**src/rtl/fir_taps_mid_pkg.sv**
```systemverilog
// Purpose: Shared constants and types for the mid-tap coefficient bank.
// Assumes: Byte-addressed register port with 12-bit addresses and 24-bit data.
// Notes:   Offsets that are not word aligned are kept as printed.
package fir_taps_mid_pkg;

  localparam int ADDR_W = 12;
  localparam int DATA_W = 24;
  localparam int COEF_W = 12;
  localparam int CTAP_W = 18;
  localparam int WIN_W  = 9;

  // Supported sample widths for the mid-tap datapath.
  localparam int MIN_SAMPLE_W = 2;
  localparam int MAX_SAMPLE_W = 16;

  // Window position of the sample that meets tap four, and the number of mid taps.
  localparam int FIRST_MID_SAMPLE = 3;
  localparam int MID_TAPS         = 4;

  // Slots of the mid taps in tap order.
  localparam int TAP4_SLOT   = 0;
  localparam int CENTER_SLOT = 1;
  localparam int TAP6_SLOT   = 2;
  localparam int TAP7_SLOT   = 3;

  // Register offsets.
  localparam logic [11:0] TAP4_OFS   = 12'h41E;
  localparam logic [11:0] CENTER_OFS = 12'h420;
  localparam logic [11:0] TAP6_OFS   = 12'h423;
  localparam logic [11:0] TAP7_OFS   = 12'h425;
  localparam logic [11:0] MODE_OFS   = 12'h410;

  // Register widths, including reserved bits.
  localparam int NARROW_REG_W = 16;
  localparam int CENTER_REG_W = 24;
  localparam int MODE_W       = 2;

  localparam logic [23:0] REG_RESET = 24'h000000;

  // Filter mode field encodings.
  localparam logic [1:0] MODE_BYPASS = 2'h0;
  localparam logic [1:0] MODE_ENABLE = 2'h2;

  // Coefficient set handed to the filter datapath.
  typedef struct packed {
    logic signed [11:0] tap4;
    logic signed [17:0] center;
    logic signed [11:0] tap6;
    logic signed [11:0] tap7;
  } mid_coefs_t;

  // Register port request.
  typedef struct packed {
    logic [11:0] addr;
    logic [23:0] wdata;
    logic        wr;
    logic        rd;
  } reg_req_t;

endpackage

```
**src/rtl/fir_taps_mid.sv**
```systemverilog
// Purpose: Holds the fourth to seventh filter coefficients and applies them to a sample window.
// Assumes: Software only rewrites coefficients while the serial link is disabled.
//          Register port strobes are one cycle long and never wait.
// Notes:   Readback of each coefficient field shows its top bit as zero.
//          The filter itself always sees the full stored value, sign bit included.
//
// Chosen here: strobed register access.
`timescale 1ns/1ps

// Functional notes
// - Tap four: 12-bit signed at 0x41E.
// - Centre tap: 18-bit signed at 0x420.
// - Tap six: 12-bit signed at 0x423.
// - Tap seven: 12-bit signed at 0x425.
// - Same registers serve single-channel filter.
// - Readback forces coefficient MSB to zero.
// - All registers reset to zero.
// - Mode 0 bypasses, 2 enables filter.
module fir_taps_mid
  import fir_taps_mid_pkg::*;
#(
  parameter int SAMPLE_W = 12
) (
  input  wire logic                         clk_in,
  input  wire logic                         arst_n_in,
  input  wire logic [ADDR_W-1:0]            addr_in,
  input  wire logic [DATA_W-1:0]            wdata_in,
  input  wire logic                         wr_in,
  input  wire logic                         rd_in,
  input  wire logic                         single_channel_in,
  input  wire logic [SAMPLE_W*WIN_W-1:0]    window_in,
  output logic [DATA_W-1:0]                 rdata_out,
  output mid_coefs_t                        coefs_out,
  output logic signed [SAMPLE_W+CTAP_W+1:0] partial_sum_out,
  output logic                              filter_active_out
);

  // Refuses sample widths that the product and sum widths below are not sized for.
  // A sample narrower than the lower limit has no magnitude beside its sign, and one
  // wider than the upper limit is beyond what the downstream adder tree was sized for.
  if (SAMPLE_W < MIN_SAMPLE_W || SAMPLE_W > MAX_SAMPLE_W) begin : g_bad_sample_w
    $error("SAMPLE_W out of supported range");
  end

  // Refuses a tap placement that would reach past the end of the sample window.
  if (FIRST_MID_SAMPLE + MID_TAPS > WIN_W) begin : g_bad_window
    $error("Mid taps do not fit the sample window");
  end

  // Gathers the register port into one request carrier.
  reg_req_t req;
  assign req = '{addr: addr_in, wdata: wdata_in, wr: wr_in, rd: rd_in};

  // Stored registers hold every written bit, reserved bits included, so that
  // software reads back in those bits exactly what it wrote there.
  logic [NARROW_REG_W-1:0] fir_tap4_coef_chan_a;
  logic [CENTER_REG_W-1:0] fir_center_tap_coef_chan_a;
  logic [NARROW_REG_W-1:0] fir_tap6_coef_chan_a;
  logic [NARROW_REG_W-1:0] fir_tap7_coef_chan_a;
  logic [MODE_W-1:0]       fir_enable_select;

  // Decodes the address for each register; a miss on all of them reads zero.
  wire hit_tap4   = req.addr == TAP4_OFS;
  wire hit_center = req.addr == CENTER_OFS;
  wire hit_tap6   = req.addr == TAP6_OFS;
  wire hit_tap7   = req.addr == TAP7_OFS;
  wire hit_mode   = req.addr == MODE_OFS;
  wire hit_any    = hit_tap4 | hit_center | hit_tap6 | hit_tap7 | hit_mode;

  // Qualifies each decode with the write strobe, so unmapped writes change nothing.
  wire wr_tap4   = req.wr & hit_tap4;
  wire wr_center = req.wr & hit_center;
  wire wr_tap6   = req.wr & hit_tap6;
  wire wr_tap7   = req.wr & hit_tap7;
  wire wr_mode   = req.wr & hit_mode;

  // Clears one sign bit of a stored word for readback; the stored value keeps it,
  // so the filter still sees negative coefficients while software reads a zero there.
  function automatic logic [DATA_W-1:0] hide_sign(input logic [DATA_W-1:0] value, input int sign_bit);
    hide_sign = value & ~(DATA_W'(1'h1) << sign_bit);
  endfunction

  // Forms the readback value of each register, the top bit of every coefficient hidden.
  wire [DATA_W-1:0] rd_tap4   = hide_sign(DATA_W'(fir_tap4_coef_chan_a), COEF_W - 1);
  wire [DATA_W-1:0] rd_center = hide_sign(fir_center_tap_coef_chan_a, CTAP_W - 1);
  wire [DATA_W-1:0] rd_tap6   = hide_sign(DATA_W'(fir_tap6_coef_chan_a), COEF_W - 1);
  wire [DATA_W-1:0] rd_tap7   = hide_sign(DATA_W'(fir_tap7_coef_chan_a), COEF_W - 1);
  wire [DATA_W-1:0] rd_mode   = DATA_W'(fir_enable_select);

  // Selects the readback word; unmapped addresses read zero.
  logic [DATA_W-1:0] next_rdata;
  assign next_rdata = !hit_any   ? REG_RESET :
                      hit_tap4   ? rd_tap4 :
                      hit_center ? rd_center :
                      hit_tap6   ? rd_tap6 :
                      hit_tap7   ? rd_tap7 :
                      rd_mode;

  // Holds the tap four register, written whole including its reserved bits.
  // A write is taken at the edge that sees the strobe and never stalls.
  always_ff @(posedge clk_in or negedge arst_n_in) begin
    if (!arst_n_in) begin
      fir_tap4_coef_chan_a <= NARROW_REG_W'(REG_RESET);
    end else if (wr_tap4) begin
      fir_tap4_coef_chan_a <= req.wdata[NARROW_REG_W-1:0];
    end
  end

  // Holds the centre tap register, written whole including its reserved bits.
  // Its field is wider than the others because it carries most of the filter gain.
  always_ff @(posedge clk_in or negedge arst_n_in) begin
    if (!arst_n_in) begin
      fir_center_tap_coef_chan_a <= REG_RESET;
    end else if (wr_center) begin
      fir_center_tap_coef_chan_a <= req.wdata;
    end
  end

  // Holds the tap six register, written whole including its reserved bits.
  // Only the lower 16 bits of the write data reach this narrow register.
  always_ff @(posedge clk_in or negedge arst_n_in) begin
    if (!arst_n_in) begin
      fir_tap6_coef_chan_a <= NARROW_REG_W'(REG_RESET);
    end else if (wr_tap6) begin
      fir_tap6_coef_chan_a <= req.wdata[NARROW_REG_W-1:0];
    end
  end

  // Holds the tap seven register, written whole including its reserved bits.
  // Only the lower 16 bits of the write data reach this narrow register.
  always_ff @(posedge clk_in or negedge arst_n_in) begin
    if (!arst_n_in) begin
      fir_tap7_coef_chan_a <= NARROW_REG_W'(REG_RESET);
    end else if (wr_tap7) begin
      fir_tap7_coef_chan_a <= req.wdata[NARROW_REG_W-1:0];
    end
  end

  // Holds the filter mode field; the reserved codes are stored but act as bypass.
  // Reset leaves the filter bypassed until software has loaded its coefficients.
  always_ff @(posedge clk_in or negedge arst_n_in) begin
    if (!arst_n_in) begin
      fir_enable_select <= MODE_BYPASS;
    end else if (wr_mode) begin
      fir_enable_select <= req.wdata[MODE_W-1:0];
    end
  end

  // Returns read data in the cycle after the read strobe and zero in every other cycle.
  // Driving zero outside reads keeps stale words off a shared read bus.
  // The port never inserts wait states.
  always_ff @(posedge clk_in or negedge arst_n_in) begin
    if (!arst_n_in) begin
      rdata_out <= REG_RESET;
    end else begin
      rdata_out <= req.rd ? next_rdata : REG_RESET;
    end
  end

  // Presents the coefficients to the filter; channel A or the sole filter alike.
  mid_coefs_t next_coefs;
  assign next_coefs.tap4   = fir_tap4_coef_chan_a[COEF_W-1:0];
  assign next_coefs.center = fir_center_tap_coef_chan_a[CTAP_W-1:0];
  assign next_coefs.tap6   = fir_tap6_coef_chan_a[COEF_W-1:0];
  assign next_coefs.tap7   = fir_tap7_coef_chan_a[COEF_W-1:0];

  // Lists the coefficients in tap order, sign-extended to the centre tap's width,
  // so that one loop below serves all four taps alike.
  logic signed [CTAP_W-1:0] tap_coef [MID_TAPS];
  assign tap_coef[TAP4_SLOT]   = CTAP_W'($signed(next_coefs.tap4));
  assign tap_coef[CENTER_SLOT] = next_coefs.center;
  assign tap_coef[TAP6_SLOT]   = CTAP_W'($signed(next_coefs.tap6));
  assign tap_coef[TAP7_SLOT]   = CTAP_W'($signed(next_coefs.tap7));

  // Sizes products and sums so that four full-scale products cannot overflow.
  // The chain starts from zero and adds one tap product per stage.
  localparam int PW = SAMPLE_W + CTAP_W + 2;
  logic signed [PW-1:0] tap_product [MID_TAPS];
  logic signed [PW-1:0] running_sum [MID_TAPS+1];
  assign running_sum[0] = '0;

  // Multiplies each mid tap with its window sample; the centre tap meets the middle
  // sample of the window, and both operands are widened before the product is formed.
  for (genvar k = 0; k < MID_TAPS; k++) begin : g_tap
    wire signed [SAMPLE_W-1:0] sample = window_in[(FIRST_MID_SAMPLE + k) * SAMPLE_W +: SAMPLE_W];
    assign tap_product[k]   = PW'(sample) * PW'(tap_coef[k]);
    assign running_sum[k+1] = running_sum[k] + tap_product[k];
  end

  // Decodes the mode field; only the enable code lets the sum through.
  // The reserved codes fall back to bypass rather than to an undefined datapath.
  wire filter_on = fir_enable_select == MODE_ENABLE;
  wire signed [PW-1:0] next_partial = filter_on ? running_sum[MID_TAPS] : '0;

  // Registers the coefficients handed to the filter datapath.
  always_ff @(posedge clk_in or negedge arst_n_in) begin
    if (!arst_n_in) begin
      coefs_out <= '0;
    end else begin
      coefs_out <= next_coefs;
    end
  end

  // Registers the partial sum of the mid taps; it is zero while the filter is bypassed.
  always_ff @(posedge clk_in or negedge arst_n_in) begin
    if (!arst_n_in) begin
      partial_sum_out <= '0;
    end else begin
      partial_sum_out <= next_partial;
    end
  end

  // Registers the enable indication beside the sum, so both change on the same edge.
  always_ff @(posedge clk_in or negedge arst_n_in) begin
    if (!arst_n_in) begin
      filter_active_out <= 1'h0;
    end else begin
      filter_active_out <= filter_on;
    end
  end

  // Channel mode only selects which filter consumes coefs_out; storage is shared.
  wire unused_single = single_channel_in;

endmodule

```
**config.mk**
```make
export PLATFORM = sky130hd
export DESIGN_NAME = fir_taps_mid
export DESIGN_NICKNAME = d
export VERILOG_FILES = /design/src/rtl/fir_taps_mid_pkg.sv /design/src/rtl/fir_taps_mid.sv
export SDC_FILE = /design/constraint.sdc
export NUM_CORES = 2
export LEC_CHECK = 0
export ABC_AREA = 1
export BUFFER_PORTS_ARGS = -buffer_cell sky130_fd_sc_hd__buf_2
export CAP_MARGIN = 20
export CORE_MARGIN = 2
export CORE_UTILIZATION = 55
export DETAILED_ROUTE_END_ITERATION = 8
export PLACE_DENSITY = 0.72
export SLEW_MARGIN = 40
export SYNTH_ARGS = -nofsm -noshare
export SYNTH_HDL_FRONTEND = slang
export SYNTH_SLANG_ARGS = --single-unit
```
**constraint.sdc**
```tcl
create_clock -name clk_in -period 30.3 [get_ports clk_in]
set_input_delay 3.03 -clock clk_in [delete_from_list [all_inputs] [get_ports clk_in]]
set_output_delay 3.03 -clock clk_in [all_outputs]
set_load 0.05 [all_outputs]
```
After elaboration in Yosys (flattened, before gate mapping). Index checks and enable logic that the tools add are counted.

Bits in read-only memories: 0. Bits in latches: 0. Word-level logic and storage cells: 41. RAM bits: 0. Input port bits: 149. Memories: 0. Output and inout bits: 111. Flip-flop bits (word level): 185.

Equal/unequal tests: 6. Multipliers: 4. Bitwise operators: 9. $add $sub $neg: 3. Mux-type cells: 7. Divide/modulo/power cells: 0. $lt $le $gt $ge: 0. Reduce and logical (&&, ||, !) cells: 0. Shift operators: 0.

Operator list (count): two-way mux 24 bit (4); multiplier 12 x 12 -> 24 bit (3); == test 12 x 11 -> 1 bit, second input constant (5); adder 31 x 24 -> 32 bit (1); adder 32 x 24 -> 32 bit (1); two-way mux 16 bit (2); two-way mux 32 bit (1); adder 24 x 30 -> 31 bit (1); multiplier 12 x 18 -> 30 bit (1); bitwise AND 1 bit (5); bitwise OR 1 bit (4); == test 2 bit, second input constant (1).

Logic depth before layout (Yosys ltp).
Word-level depth: 7. Depth in mapped cells: 50.

Worst setup path before layout. OpenSTA, ideal clock, no wires.

Path kind: input to register. Start: input window_in[47]. End: register partial_sum_out[31]. Arrival: 12545 ps. Cell stages on the path: 44. Path buffers: 1. Path slack: 17638 ps. Data required time: 30183 ps. Library setup time: 117 ps. Path through: clkbuf_1 -> nand2_1 -> inv_1 -> fa_1 -> fa_1 -> inv_1 -> fa_1 -> inv_1 -> fa_1 -> fa_1 -> fa_1 -> inv_1 -> fa_1 -> inv_1 -> ha_1 -> nand2_1 -> nor2_1 -> nor3b_1 -> [8 not listed] -> fa_1 -> fa_1 -> inv_1 -> fa_1 -> inv_1 -> fa_1 -> inv_1 -> ha_1 -> nand2_1 -> inv_1 -> nand2_1 -> nor3_1 -> and2_1 -> nand2_1 -> nand2_1 -> nand2_1 -> nand2_1 -> nor2_1.

Longest elaborated chain between the ends: 5.

RTL lines: start: declaration (line fir_taps_mid.sv:31) `input wire logic [SAMPLE_W*WIN_W-1:0] window_in,`; multiplier 12 x 12 -> 24 bit (line fir_taps_mid.sv:186) `assign tap_product[k] = PW'(sample) * PW'(tap_coef[k]);`; adder 24 x 30 -> 31 bit (line fir_taps_mid.sv:187) `assign running_sum[k+1] = running_sum[k] + tap_product[k];`; adder 31 x 24 -> 32 bit (line fir_taps_mid.sv:187); adder 32 x 24 -> 32 bit (line fir_taps_mid.sv:187); two-way mux 32 bit (line fir_taps_mid.sv:193) `wire signed [PW-1:0] next_partial = filter_on ? running_sum[MID_TAPS] : '0;`; net next_partial[31] (line fir_taps_mid.sv:193); end signal: assignment (line fir_taps_mid.sv:209) `partial_sum_out <= next_partial;`; end: declaration (line fir_taps_mid.sv:34) `output logic signed [SAMPLE_W+CTAP_W+1:0] partial_sum_out,`.

The timed path passes the listed nets, and every way through them passes these cells. A chain may end at the register's enable or synchronous reset.

Final worst setup path. Same ends and word-level chain as after synthesis.

==> results.toml <==
[synthesis]
syn_area_per_cell_um2 = 8.26
synthesis.area_um2 = 36000
yosysTopAreaCell = "fa_1"
synth_flop_cell = "dfrtp_1"
synth_fp_nets = 5511
synth_area_leaders = "fa_1 (43%), inv_1 (13%), dfrtp_1 (13%), nand2_1 (12%), ha_1 (8.2%)"
ys_ff_latch = 184
async_flop_share_pct = 100
synth_edf_count = 0
yosysSeqAreaShare_pct = 12.8
synth.distinct_cells = 46
synthCells = 4361
synth.top_cell.area_share_pct = 42.6
yosysWarningCount = 0

[final_layout]
multi_input_area_um2 = 26100
fillCellCount = 5823
drive_gt1_share_pct = 7.33
instances_no_fill = 5321
final-seq-area_um2 = 4610
areaGrowthSynthToFinish_pct = 6.24
final_nets = 5600

[global_route]
grt_max_degree = 109
grt_pass1_vias = 28853
antenna_found_initial = 3
grt_pass1_wl_mm = 150
grt_overflow = 0
track_usage_pct = 28.7

[timing]
slew-limit-headroom_pct = 42.8
setup_ws_ps = 16730
period_share_pct = 44.8
grt_setup_unrepaired = "false"
period_needed_ps = 13570
fmax_ghz = 0.0737
finClkSkew_ps = 35.6
finalSetupViolCount = 0
hold_violations = 0
timing.final.max_slew_violations = 0
max_slew.worst_pin.slew_ps = 859
fin_setup_tns_ps = 0

[clocking]
clk_path_buf_depth = 2
post-cts-setup-buffers = 0
cts_buffers = 17
clock_sink_count = 184
clk_latency_ps = 520
cts_tree = "yes"
cts_root_buf = "clkbuf_16"
cts_hold_buffers = 0
cts_resized = 0
path_clk_slew_ps = 110
htreeDepth = 4

[critical_path]
start_kind = "input pin"
critPathMaxFanout = 12
r2r_start = "fir_tap4_coef_chan_a[3]$_DFFE_PN0P_"
critPathKind = "input pin to flip-flop"
worst_path_max_delay_cell = "fa_1"
r2r-end = "partial_sum_out[31]$_DFF_PN0_"
regToRegSetupSlack_ps = 18670
cp-startpoint = "window_in[47]"
endpoint_kind = "flip-flop"
cp_data_required_time_ps = 30670
cpPeakStageDelay_ps = 750
reg2reg_depth = 43
crit_arrival_ps = 13940

[hold_path]
min_from = "fir_tap7_coef_chan_a[10]$_DFFE_PN0P_"
hold_end = "coefs_out[10]$_DFF_PN0_"
whs_path_depth = 0
min_path_type = "flip-flop to flip-flop"

[routing]
wl_per_cell_um = 16.9
postRouteAntennaNets = 0
first_iter_violations = 1944
via_per_inst = 5.11
vias = 27190
drc = 0
wl_mm = 90.2
firstDrtPassIters = 6

[floorplan]
start_util_pct = 55.8
rows = 93
dieArea_um2 = 67500
fp.dieW_um = 260
ios = 260
coreArea_um2 = 64600
dieHeight_um = 260

[power_and_ir_drop]
power_w = 0.000622
p_leak_nw = 22.1
pwr_density_cell_nw_per_um2 = 16.3
max-vdd-ir-drop_mv = 0.0426

[placed_design]
io_buffers = 197
place_inst = 5286
place_congestion = 0.920
dpl.hpwl_mm = 74.8
place_ws_ps = 16360

[status]
status = "completed"

[run]
max_cap_violations = 0
## cells by family (layout without fill, tap and decap cells)
kind of cell	count (synthesis)	count (layout)	share of synthesized area (%)
AO/OA/AOI/OAI	226	226	3.36
XOR/XNOR	49	49	1.19
adder cells (fa/ha/maj)	1001	1001	50.8
buffers and inverters	1404	1506	14.7
flip-flops	184	184	12.8
multiplexers	8	8	0.334
other	1	4	0.0104
AND/OR/NAND/NOR	1488	1488	16.8
## through the flow
step / hold WS (ps) / util (%) / instance area [um2]
after floorplan: 407 / - / 36000
after global placement: 403 / 58.2 / 37600
after detailed placement: 403 / 58.3 / 37600
after CTS: 437 / 59.2 / 38200
after global routing: 440 / 59.2 / 38200
final: 436 / 59.2 / 38300
## power by group
| group | switching [W] | total, W | internal (W) |
|---|---|---|---|
| Combinational | 0.0000897 | 0.000132 | 0.0000418 |
| Sequential | 0.00000185 | 0.000248 | 0.000246 |
| Clock | 0.000130 | 0.000243 | 0.000112 |
## per-layer routing
metal	part of all wire, %	global-route usage, %
met5	0.010	0
met4	4.1	11.3
met3	8.0	5.39
met2	47	46.5
met1	41	38.3
## final cells by class
| class | count | share of cell area [%] |
|---|---|---|
| diodes | 3 | 0.0196 |
| clock buffers | 18 | 1.12 |
| clock inverters | 14 | 0.455 |
| inverters | 1264 | 12.4 |
| multi-input cells | 2773 | 68.3 |
| flip-flops and latches | 184 | 12.0 |
| well taps | 855 | 2.80 |
| repair buffers | 210 | 2.89 |
## registers in the layout, indices dropped and copies added (netlist names)
| register | flops |
|---|---|
| rdata_out | 23 |
| partial_sum_out | 32 |
| fir_tap6_coef_chan_a | 16 |
| fir_tap7_coef_chan_a | 16 |
| fir_center_tap_coef_chan_a | 24 |
| fir_enable_select | 2 |
| fir_tap4_coef_chan_a | 16 |
| filter_active_out | 1 |
| coefs_out | 54 |
## critical path, delay by kind of cell
kind          cells  cell delay (ps)
fa+ha+maj        15             7350
simple gates     18             2490
buf+inv          11             1070
## cell usage in the layout (no fill, tap or decap), drive strengths merged, types with 14 or more instances in the layout
cell	n
nor2	176
buf	209
o21bai	14
a21oi	92
nand3	81
nand2	1126
nor3	26
o21ai	107
or2	38
xnor2	18
fa	766
inv	1268
clkbuf	19
ha	235
dfrtp	184
nand4	25
xor2	31
## synthesized netlist by cell type, drive strengths merged, types with 9 or more instances
cell    number
a21oi       92
buf         11
clkbuf     129
dfrtp      184
fa         766
ha         235
inv       1261
nand2     1126
nand3       81
nand3b       9
nand4       25
nor2       176
nor3        26
o21ai      107
o21bai      14
or2         38
xnor2       18
xor2        31
## worst max-delay path by stage
stage	end	slack, ps	depth (start not counted)
6_report	partial_sum_out[31]$_DFF_PN0_	16730	44
3_5_place_dp	partial_sum_out[31]$_DFF_PN0_	16360	44
4_1_cts	partial_sum_out[31]$_DFF_PN0_	16840	44
5_1_grt	partial_sum_out[31]$_DFF_PN0_	16030	44
3_3_place_gp	partial_sum_out[31]$_DFF_PN0_	16490	44
2_1_floorplan	partial_sum_out[31]$_DFF_PN0_	17640	44
Note: power is estimated with default switching activity, not from simulation.
